$ cat src/core/wprl_pkg.sv
// constants shared by the wakeup and power report logic
package wprl_pkg;
   localparam int          DATA_W          = 8;
   localparam int          SEL_W           = 4;
   localparam int          SCALE_W         = 2;
   localparam int          LEN_W           = 14;
   localparam int          FRAME_KEEP      = 128;
   localparam int          MEM_AW          = 7;
   localparam int          NUM_FILT        = 8;
   // status and filter control: bit 0 link change, bit 1 magic frame, above are frame filters
   localparam int          FILT_LINK       = 0;
   localparam int          FILT_MAGIC      = 1;
   localparam logic [3:0]  SEL_D0_CONSUMED = 4'h0;
   localparam logic [3:0]  SEL_D3_CONSUMED = 4'h3;
   localparam logic [3:0]  SEL_D0_DISSIP   = 4'h4;
   localparam logic [3:0]  SEL_D3_DISSIP   = 4'h7;
   localparam logic [3:0]  SEL_COMMON      = 4'h8;
   localparam logic [1:0]  SCALE_UNKNOWN   = 2'h0;
   localparam logic [1:0]  SCALE_TENTH     = 2'h1;
   localparam logic [1:0]  SCALE_HUNDREDTH = 2'h2;
   localparam logic [1:0]  SCALE_THOUSANDTH = 2'h3;
   localparam logic [7:0]  REPORT_RST      = 8'h00;
   localparam int          CLK_HZ          = 50000000;
   localparam int          WAKE_PIN_MS     = 50;
   localparam int          WAKE_PIN_CYCLES = CLK_HZ / 1000 * WAKE_PIN_MS;
endpackage

$ cat src/core/wprl_cap_if.sv
// capture path between the wakeup core and the wake frame memory
`timescale 1ns/1ps
interface wprl_cap_if #(parameter int AW = 7, parameter int DW = 8);
   logic          wr;
   logic [AW-1:0] waddr;
   logic [DW-1:0] wdata;
   logic [AW-1:0] raddr;
   logic [DW-1:0] rdata;
   modport src (output wr, output waddr, output wdata, output raddr, input rdata);
   modport mem (input wr, input waddr, input wdata, input raddr, output rdata);
endinterface

$ cat src/core/wprl_core.sv
// wakeup detection, pme signalling and power report data
`timescale 1ns/1ps
// Overview of operation
// - report byte content follows the 4-bit select: consumed, dissipated, common, reserved.
// - scale field: 0 unknown, 1 tenths, 2 hundredths, 3 thousandths of a watt.
// - with power management disabled the report byte reads zero.
// - select 0 or 4 returns the stored D0 power figure.
// - select 3 or 7 returns the D3 figure; other selects return zero.
// - a nonvolatile load copies the legacy wake enable into wake control.
// - legacy wake enabled means every received frame is checked for magic.
// - magic frame sets pme status; pme asserted only with assert-on-legacy or pme enable set.
// - accepted wake frame head goes to memory, its length to the length register.
// - magic frame sets the magic received flag.
// - legacy pme holds until flag cleared, assert bit cleared or wake disabled.
// - first captured frame is kept until software clears every frame received flag (bits 1 and up), not only the magic flag.
// - legacy wake works in all states; only nv load or software disables it.
// - acpi wake sources are magic frame, network wake frame and link change.
// - acpi wake frame must pass address filtering and an enabled filter.
// - acpi frame sets pme status, one flag per matching filter; pme needs enable.
// - enabled link change sets pme status and link flag; it asserts pme only with pme enable set.
// - acpi pme holds until pme status written one or pme enable written zero.
// - further wake frames ignored until every received flag is cleared.
// - link events ignored until the link changed flag is cleared.
// - each wake filter works only while its control bit is one.
// - wake pin pulses 50 ms, ignores magic frames meanwhile, re-pulses after.
// - pme status set on magic and link wakes regardless of enable, on acpi frames only with it; writing one clears it.
module wprl_core #(
   parameter int unsigned NUM_FILT        = wprl_pkg::NUM_FILT,
   parameter int unsigned WAKE_PIN_CYCLES = wprl_pkg::WAKE_PIN_CYCLES,
   parameter bit          HAS_WAKE_PIN    = 1'b1
) (
   input  wire logic                          sys_clk,
   input  wire logic                          rst,
   input  wire logic                          nv_load,
   input  wire logic                          nv_pm_enable,
   input  wire logic                          nv_legacy_wake_en,
   input  wire logic [wprl_pkg::DATA_W-1:0]   nv_d0_power,
   input  wire logic [wprl_pkg::DATA_W-1:0]   nv_d3_power,
   input  wire logic [wprl_pkg::SEL_W-1:0]    data_select,
   input  wire logic                          ctrl_wr,
   input  wire logic                          ctrl_legacy_wake_enable_bit,
   input  wire logic                          ctrl_assert_pme_on_legacy_wake,
   input  wire logic                          pme_en_wr,
   input  wire logic                          pme_en_wdata,
   input  wire logic                          pme_status_clr,
   input  wire logic                          status_wr,
   input  wire logic [NUM_FILT-1:0]           status_wdata,
   input  wire logic [NUM_FILT-1:0]           wake_filter_control,
   input  wire logic                          rx_valid,
   input  wire logic [wprl_pkg::DATA_W-1:0]   rx_data,
   input  wire logic                          rx_last,
   input  wire logic                          rx_addr_pass,
   input  wire logic                          rx_magic_match,
   input  wire logic [NUM_FILT-1:0]           rx_filter_match,
   input  wire logic                          link_up,
   input  wire logic [wprl_pkg::MEM_AW-1:0]   mem_rd_addr,
   output logic [wprl_pkg::DATA_W-1:0]        power_report_data,
   output logic [wprl_pkg::SCALE_W-1:0]       data_scale,
   output logic                               legacy_wake_enable,
   output logic                               assert_pme_on_legacy_wake,
   output logic                               pme_en,
   output logic                               pme_status,
   output logic [NUM_FILT-1:0]                wake_status_reg,
   output logic [wprl_pkg::LEN_W-1:0]         wake_frame_length,
   output logic [wprl_pkg::DATA_W-1:0]        mem_rd_data,
   output logic                               pme_n_o,
   output logic                               pme_n_oe,
   output logic                               legacy_wake_pin
);
   import wprl_pkg::*;

   localparam int CNT_W = $clog2(WAKE_PIN_CYCLES + 1);
   localparam logic [CNT_W-1:0] PIN_LOAD = CNT_W'(WAKE_PIN_CYCLES);
   localparam logic [LEN_W-1:0] KEEP_LIMIT = LEN_W'(FRAME_KEEP);
   localparam logic [LEN_W-1:0] LEN_MAX = '1;

   typedef struct packed {
      logic                 pm_enable;
      logic [DATA_W-1:0]    d0_power;
      logic [DATA_W-1:0]    d3_power;
      logic [DATA_W-1:0]    report;
      logic [SCALE_W-1:0]   scale;
      logic                 legacy_en;
      logic                 legacy_pme;
      logic                 pme_en;
      logic                 pme_status;
      logic                 pme_drive;
      logic                 pme_n;
      logic [NUM_FILT-1:0]  status;
      logic                 link_prev;
      logic                 link_armed;
      logic [LEN_W-1:0]     byte_cnt;
      logic [LEN_W-1:0]     frame_len;
      logic [CNT_W-1:0]     pin_cnt;
      logic                 pin;
      logic                 wr;
      logic [MEM_AW-1:0]    waddr;
      logic [DATA_W-1:0]    wdata;
   } wprl_state_t;

   wprl_state_t r;
   wprl_state_t next_r;

   wprl_cap_if #(.AW(MEM_AW), .DW(DATA_W)) cap ();

   wprl_frame_mem #(
      .DEPTH (FRAME_KEEP)
   ) u_mem (
      .sys_clk (sys_clk),
      .rst     (rst),
      .cap     (cap.mem)
   );

   logic                frames_locked;
   logic                legacy_hit;
   logic [NUM_FILT-1:0] frame_enable;
   logic [NUM_FILT-1:0] acpi_hits;
   logic                link_event;
   logic [LEN_W-1:0]    cnt_inc;

   always_comb begin
      // link bit is not a frame filter
      frame_enable = wake_filter_control;
      frame_enable[FILT_LINK] = 1'b0;
      frames_locked = |(r.status & ~(NUM_FILT'(1) << FILT_LINK));
      legacy_hit = rx_valid & rx_last & r.legacy_en & rx_magic_match & rx_addr_pass;
      acpi_hits = (rx_valid & rx_last & r.pme_en & rx_addr_pass)
                ? (rx_filter_match & frame_enable) : '0;
      link_event = r.link_armed & (link_up != r.link_prev)
                 & wake_filter_control[FILT_LINK] & ~r.status[FILT_LINK];
      cnt_inc = (r.byte_cnt == LEN_MAX) ? r.byte_cnt : r.byte_cnt + LEN_W'(1);
   end

   always_comb begin
      next_r = r;

      if (nv_load) begin
         next_r.pm_enable = nv_pm_enable;
         next_r.d0_power = nv_d0_power;
         next_r.d3_power = nv_d3_power;
         next_r.legacy_en = nv_legacy_wake_en;
      end
      if (ctrl_wr) begin
         next_r.legacy_en = ctrl_legacy_wake_enable_bit;
         next_r.legacy_pme = ctrl_assert_pme_on_legacy_wake;
      end
      // pme enable only takes a one when power management is on
      if (pme_en_wr) begin
         next_r.pme_en = pme_en_wdata & r.pm_enable;
      end
      if (pme_status_clr) begin
         next_r.pme_status = 1'b0;
      end
      // writing zero clears a status flag
      if (status_wr) begin
         next_r.status = r.status & status_wdata;
      end

      // capture path; memory is frozen while a wake frame is held
      next_r.wr = 1'b0;
      next_r.waddr = r.byte_cnt[MEM_AW-1:0];
      next_r.wdata = rx_data;
      if (rx_valid) begin
         // only the head and only while unlocked
         if ((r.byte_cnt < KEEP_LIMIT) && !frames_locked) begin
            next_r.wr = 1'b1;
         end
         next_r.byte_cnt = rx_last ? '0 : cnt_inc;
      end

      // frame sources: magic and network wake frames
      if (!frames_locked && (legacy_hit || (|acpi_hits))) begin
         next_r.status = next_r.status | acpi_hits;
         if (legacy_hit) begin
            next_r.status[FILT_MAGIC] = 1'b1;
         end
         // status set even with pme disabled
         next_r.pme_status = 1'b1;
         next_r.frame_len = cnt_inc;
      end

      next_r.link_prev = link_up;
      next_r.link_armed = 1'b1;
      if (link_event) begin
         next_r.status[FILT_LINK] = 1'b1;
         next_r.pme_status = 1'b1;
      end

      // pulse ignores magic frames while running
      next_r.pin_cnt = (r.pin_cnt != '0) ? r.pin_cnt - CNT_W'(1) : r.pin_cnt;
      if (HAS_WAKE_PIN && legacy_hit && (r.pin_cnt == '0)) begin
         next_r.pin_cnt = PIN_LOAD;
      end
      next_r.pin = (next_r.pin_cnt != '0);

      next_r.pme_drive = (next_r.status[FILT_MAGIC] & next_r.legacy_pme & next_r.legacy_en)
                       | (next_r.pme_status & next_r.pme_en);
      next_r.pme_n = ~next_r.pme_drive;

      next_r.report = REPORT_RST;
      next_r.scale = SCALE_UNKNOWN;
      if (r.pm_enable) begin
         unique case (data_select)
            SEL_D0_CONSUMED, SEL_D0_DISSIP: begin
               next_r.report = r.d0_power;
               // tenths of a watt for supported states
               next_r.scale = SCALE_TENTH;
            end
            SEL_D3_CONSUMED, SEL_D3_DISSIP: begin
               next_r.report = r.d3_power;
               next_r.scale = SCALE_TENTH;
            end
            // unsupported states and reserved codes read zero in unknown units
            default: begin
               next_r.report = REPORT_RST;
               next_r.scale = SCALE_UNKNOWN;
            end
         endcase
      end
   end

   always_ff @(posedge sys_clk or posedge rst) begin
      if (rst) begin
         r <= '0;
         r.pme_n <= 1'b1;
      end else begin
         r <= next_r;
      end
   end

   assign cap.wr = r.wr;
   assign cap.waddr = r.waddr;
   assign cap.wdata = r.wdata;
   assign cap.raddr = mem_rd_addr;

   assign power_report_data = r.report;
   assign data_scale = r.scale;
   assign legacy_wake_enable = r.legacy_en;
   assign assert_pme_on_legacy_wake = r.legacy_pme;
   assign pme_en = r.pme_en;
   assign pme_status = r.pme_status;
   assign wake_status_reg = r.status;
   assign wake_frame_length = r.frame_len;
   assign mem_rd_data = cap.rdata;
   assign pme_n_o = r.pme_n;
   assign pme_n_oe = r.pme_drive;
   assign legacy_wake_pin = r.pin;
endmodule

$ cat src/core/wprl_frame_mem.sv
// wake frame memory holding the head of the captured frame
`timescale 1ns/1ps
module wprl_frame_mem #(
   parameter int DEPTH = wprl_pkg::FRAME_KEEP
) (
   input wire logic   sys_clk,
   input wire logic   rst,
   wprl_cap_if.mem    cap
);
   import wprl_pkg::*;

   typedef struct packed {
      logic [DEPTH-1:0][DATA_W-1:0] mem;
      logic [DATA_W-1:0]            rd;
   } wprl_mem_state_t;

   wprl_mem_state_t r;
   wprl_mem_state_t next_r;

   always_comb begin
      next_r = r;
      if (cap.wr) begin
         next_r.mem[cap.waddr] = cap.wdata;
      end
      next_r.rd = r.mem[cap.raddr];
   end

   always_ff @(posedge sys_clk or posedge rst) begin
      if (rst) begin
         r <= '0;
      end else begin
         r <= next_r;
      end
   end

   assign cap.rdata = r.rd;
endmodule

$ cat config.mk
export PLATFORM = sky130hd
export DESIGN_NAME = wprl_core
export DESIGN_NICKNAME = d
export VERILOG_FILES = /design/src/core/wprl_pkg.sv /design/src/core/wprl_cap_if.sv /design/src/core/wprl_core.sv /design/src/core/wprl_frame_mem.sv
export SDC_FILE = /design/constraint.sdc
export NUM_CORES = 2
export LEC_CHECK = 0
export ABC_CLOCK_PERIOD_IN_PS = 121700
export BUFFER_PORTS_ARGS = -buffer_cell sky130_fd_sc_hd__buf_2
export CORE_ASPECT_RATIO = 1.1
export CORE_MARGIN = 8
export CORE_UTILIZATION = 25
export CTS_CLUSTER_SIZE = 25
export DETAILED_ROUTE_END_ITERATION = 6
export SETUP_SLACK_MARGIN = 0.4
export SLEW_MARGIN = 20
export SYNTH_ARGS = -nofsm -noshare
export SYNTH_HDL_FRONTEND = slang
export SYNTH_SLANG_ARGS = --single-unit
$ cat constraint.sdc
create_clock -name sys_clk -period 121.7 [get_ports sys_clk]
set_clock_uncertainty 0.05 [all_clocks]
set_input_delay 24.34 -clock sys_clk [delete_from_list [all_inputs] [get_ports sys_clk]]
set_output_delay 24.34 -clock sys_clk [all_outputs]
set_load 0.02 [all_outputs]
**Word level (Yosys, flattened, before mapping)**

Index checks and enable logic that the tools add are counted.

- $add $sub $neg: 2
- Magnitude comparators: 4
- Eq/ne operators: 5
- Muxes and demuxes: 24
- Bitwise operators: 19
- Reductions and logical operators: 14

Operator list:

| kind | number |
|---|---|
| $bwmux 1024 | 1 |
| $bmux 8 s7 | 1 |
| $demux 8 s7 | 1 |
| $mux 22 | 2 |
| $reduce_bool 22->1 | 2 |
| $mux 8 | 5 |
| $mux 14 | 2 |
| $logic_not 22->1 | 1 |
| $sub 22x1->22 const B | 1 |
| $pmux 10 s2 | 1 |
| $and 8x8->8 | 2 |
| $lt 7x8->1 const B | 2 |
| $add 14x1->14 const B | 1 |
| $eq 14x14->1 const B | 1 |
| $lt 14x8->1 const B | 1 |
| $and 1x1->1 | 13 |
| $mux 10 | 1 |
| $mux 1 | 9 |
| $eq 4x3->1 const B | 2 |
| $or 8x8->8 | 1 |
| $reduce_or 8->1 | 1 |
| $ge 7x1->1 const B | 1 |
| $reduce_or 7->1 | 1 |
| $eq 4x2->1 const B | 1 |
| 9 further kinds | 14 |

- Flip-flop bits (word level): 1,142
- Input bits: 76
- Word-level logic and storage cells: 218

**Longest topological paths before layout**

- Word-level depth: 12
- Mapped depth: 9
- Depth with buffers taken out: 8

**Modules after synthesis**

A second synthesis with hierarchy kept.

- Cells, all modules: 3,279
- Area total of the unflattened synthesis: 51,757.1 um2

Modules (own cells, without submodules):

| module | times used | cells each | area each (um2) |
|---|---|---|---|
| wprl_frame_mem | 1 | 2,803 | 46,716.1 |
| wprl_core | 1 | 476 | 5,041.1 |

**Worst setup path after synthesis**

Ideal clock, no wire load.

- Path type: in2reg
- Start: input mem_rd_addr[0] in the netlist's numbering
- End: register u_mem.r, in the netlist u_mem.cap.rdata[6]
- Library setup time: 145 ps
- Arrival time: 26,301 ps
- Data required time: 121,505 ps
- Path slack: 95,204 ps
- Stages on the path: 8
- Path buffers: 3
- Path through: buf_2 buf_2 buf_1 mux4_2 a22oi_1 nand2_1 a221oi_1 a32oi_1

RTL lines:

| what | line | RTL |
|---|---|---|
| start: declaration | wprl_core.sv:56 | `input wire logic [wprl_pkg::MEM_AW-1:0] mem_rd_addr,` |
| end signal: assignment | wprl_frame_mem.sv:32 | `r <= next_r;` |
| end: declaration | wprl_frame_mem.sv:17 | `wprl_mem_state_t r;` |

==> metrics.md <==
| Metric | Value |
|---|---|
| Cts repair resizes | `0` |
| Filler instances | `20885` |
| Sequential area share after synthesis | `55.3%` |
| DR vias/cell | `4.69` |
| EDFF count, synth | `0` |
| Syn Area/Cell | `14.7 µm²` |
| Antenna Nets Post-Route | `0` |
| Chip height | `492 µm` |
| Total Wirelength | `128 mm` |
| Setup TNS Final | `0 ns` |
| Placer congestion estimate | `0.809` |
| Slew Limit Fails | `0` |
| Setup CP Type | `in -> reg` |
| Post-CTS setup buffers | `0` |
| Dpl ws | `92.86 ns` |
| Worst skew pair latency | `0.74 ns` |
| CTS hold repair buffers | `0` |
| First-pass GRT wire length | `199 mm` |
| Final hold viol count | `0` |
| Synth top cells by count | `dfrtp_1, mux2_2, mux4_2, clkbuf_1, nand2_1` |
| Core area | `0.206 mm²` |
| Fin cells | `6348` |
| Netlist cell types | `60` |
| Clk slew on worst S/H paths | `0.07 ns` |
| Synth Cell Area | `0.0516 mm²` |
| Area leader, netlist | `dfrtp_1` |
| Period utilisation layout | `23.1%` |
| Clock Sinks | `1141` |
| Total CTS buffers | `112` |
| Power Density | `14.5 mW/mm²` |
| Die Footprint | `0.221 mm²` |
| Slew @ Worst Pin | `1.14 ns` |
| CP Capture Type | `flop` |
| Mapped Nets | `3594` |
| Pin count of the biggest net entering global routing | `168` |
| Syn. warnings | `0` |
| Area of the multi-input gates | `0.0218 mm²` |
| Max-cap violations | `0` |
| Number of diodes | `0` |
| Port-buffer cells | `119` |
| Max frequency | `35.6 MHz` |
| Gr ovfl total | `0` |
| Critical path fanouts, max | `74` |
| Arrival time worst endpoint | `28.49 ns` |
| Biggest register | `u_mem.r` |
| Initial antenna violation count | `4` |
| Initial core utilization | `25.1%` |
| Post-synth ARST share | `100%` |
| # DRC | `0` |
| Row count | `175` |
| Outcome | `finished, final reports clean` |
| FF+latch area | `0.0286 mm²` |
| Die X | `449 µm` |
| DP HPWL | `81.2 mm` |
| Vias in the first global route | `31737` |
| WL/cell | `20.2 µm` |
| CTS tree | `done` |
| Htree depth | `3` |
| Synth Instances | `3516` |
| Min cycle time layout | `28.08 ns` |
| Yosys top cell area share | `55.3%` |
| Layout cells sized above 1 | `46.0%` |
| DRT iter0 DRCs | `1651` |
| Power, Total | `853 µW` |
| Unrepaired setup endpoints after global routing | `no` |
| Cell with the most instances after synthesis | `dfrtp_1` |
| Max reg flops | `1024` |
| Vias | `29794` |
| Root Buffer | `clkbuf_16` |
| Placed Cells | `6142` |
| VDD IR max | `0.0121 mV` |
| Detailed Routing Iterations Pass 1 | `5` |
| I/O pin total | `123` |
| Layout area overhead | `13.8%` |
| Synth top area cells | `dfrtp_1, mux2_2, mux4_2` |
| Most frequently used flop master after synthesis | `dfrtp_1` |
| Final setup viols | `0` |
| Util after Layout | `28.5%` |
| Leak | `27.5 nW` |
| Seq cells post-synth | `1141` |
| NumNets Final | `3592` |
| Final setup margin | `93.62 ns` |
| Setup crit start kind | `primary input` |
| GRT Overall Usage | `11.3%` |
| Clock buffer depth | `3` |
| CP required | `122.11 ns` |
| HP Class | `reg -> reg` |
| Slew HR | `23.7%` |
critical path: stages:
cell	delay, ns
clkbuf_8	0.53
buf_4	0.83
buf_4	0.70
mux4_2	0.42
o22ai_1	0.15
o21ai_0	0.23
and3_1	0.31
a221oi_1	0.45
a32oi_1	0.31
worst paths after layout:
path	startpoint	end	slack [ns]	cells past startpoint
worst max-delay path	mem_rd_addr[2]	u_mem.cap.rdata[7]	93.62	9
worst min-delay path	next_r[9]	cap.waddr[1]	0.39	0
worst max register to register	r[35]	legacy_wake_pin	118.88	6
worst min register to register	next_r[9]	cap.waddr[1]	0.39	0
max in group asynchronous	rst	u_mem.r[646]	94.06	6
min in group asynchronous	rst	assert_pme_on_legacy_wake	23.68	2
power by group:
part,switching [mW],internal (mW)
Combinational,0.0448,0.0364
Clock,0.152,0.201
Sequential,0.0155,0.404
per-layer routing:
metal | share of wire, % | vias up | track usage, %
met2 | 49 | 620 | 19.0
met5 | 0.0063 | - | 0
met4 | 4.0 | 2 | 4.43
met1 | 43 | 16007 | 14.7
li1 | - | 12960 | -
met3 | 4.1 | 205 | 1.90
cell type report:
class                      count  share of cell area (%)
sequential                  1141                    48.7
multi-input combinational   2068                    37.1
tap                         2743                    5.85
clock buffer                 171                    5.65
timing repair buffer         167                    1.75
clock inverter                34                   0.774
inverter                      24                   0.175
layout by cell type (no fill, tap or decap), types with 30 or more instances in the layout:
master	n
clkbuf_16	112
buf_4	43
a22oi_1	96
mux4_2	226
dfrtp_1	1132
o21ai_0	81
mux2_2	1044
mux2i_1	67
nor2_1	91
clkbuf_1	30
buf_2	116
clkbuf_8	30
nand2_1	169
cell families (layout without fill, tap and decap cells):
group,after synthesis,in the layout,synth area share (%)
AO/OA/AOI/OAI,302,302,3.95
XOR/XNOR,20,20,0.340
adder cells (fa/ha/maj),2,2,0.0485
buffers and inverters,307,396,2.61
flip-flops,1141,1141,55.3
multiplexers,1337,1337,34.0
other,2,2,0.0146
AND/OR/NAND/NOR,405,405,3.74
metrics by stage:
step                      hold slack (ns)  cell area (µm²)
after floorplan                     0.341            51600
after global placement              0.372            54900
after detailed placement            0.382            54900
after CTS                           0.402            58600
after global routing                0.419            58700
final                               0.389            58700
No activity file was read; power rests on OpenSTA's default activity.
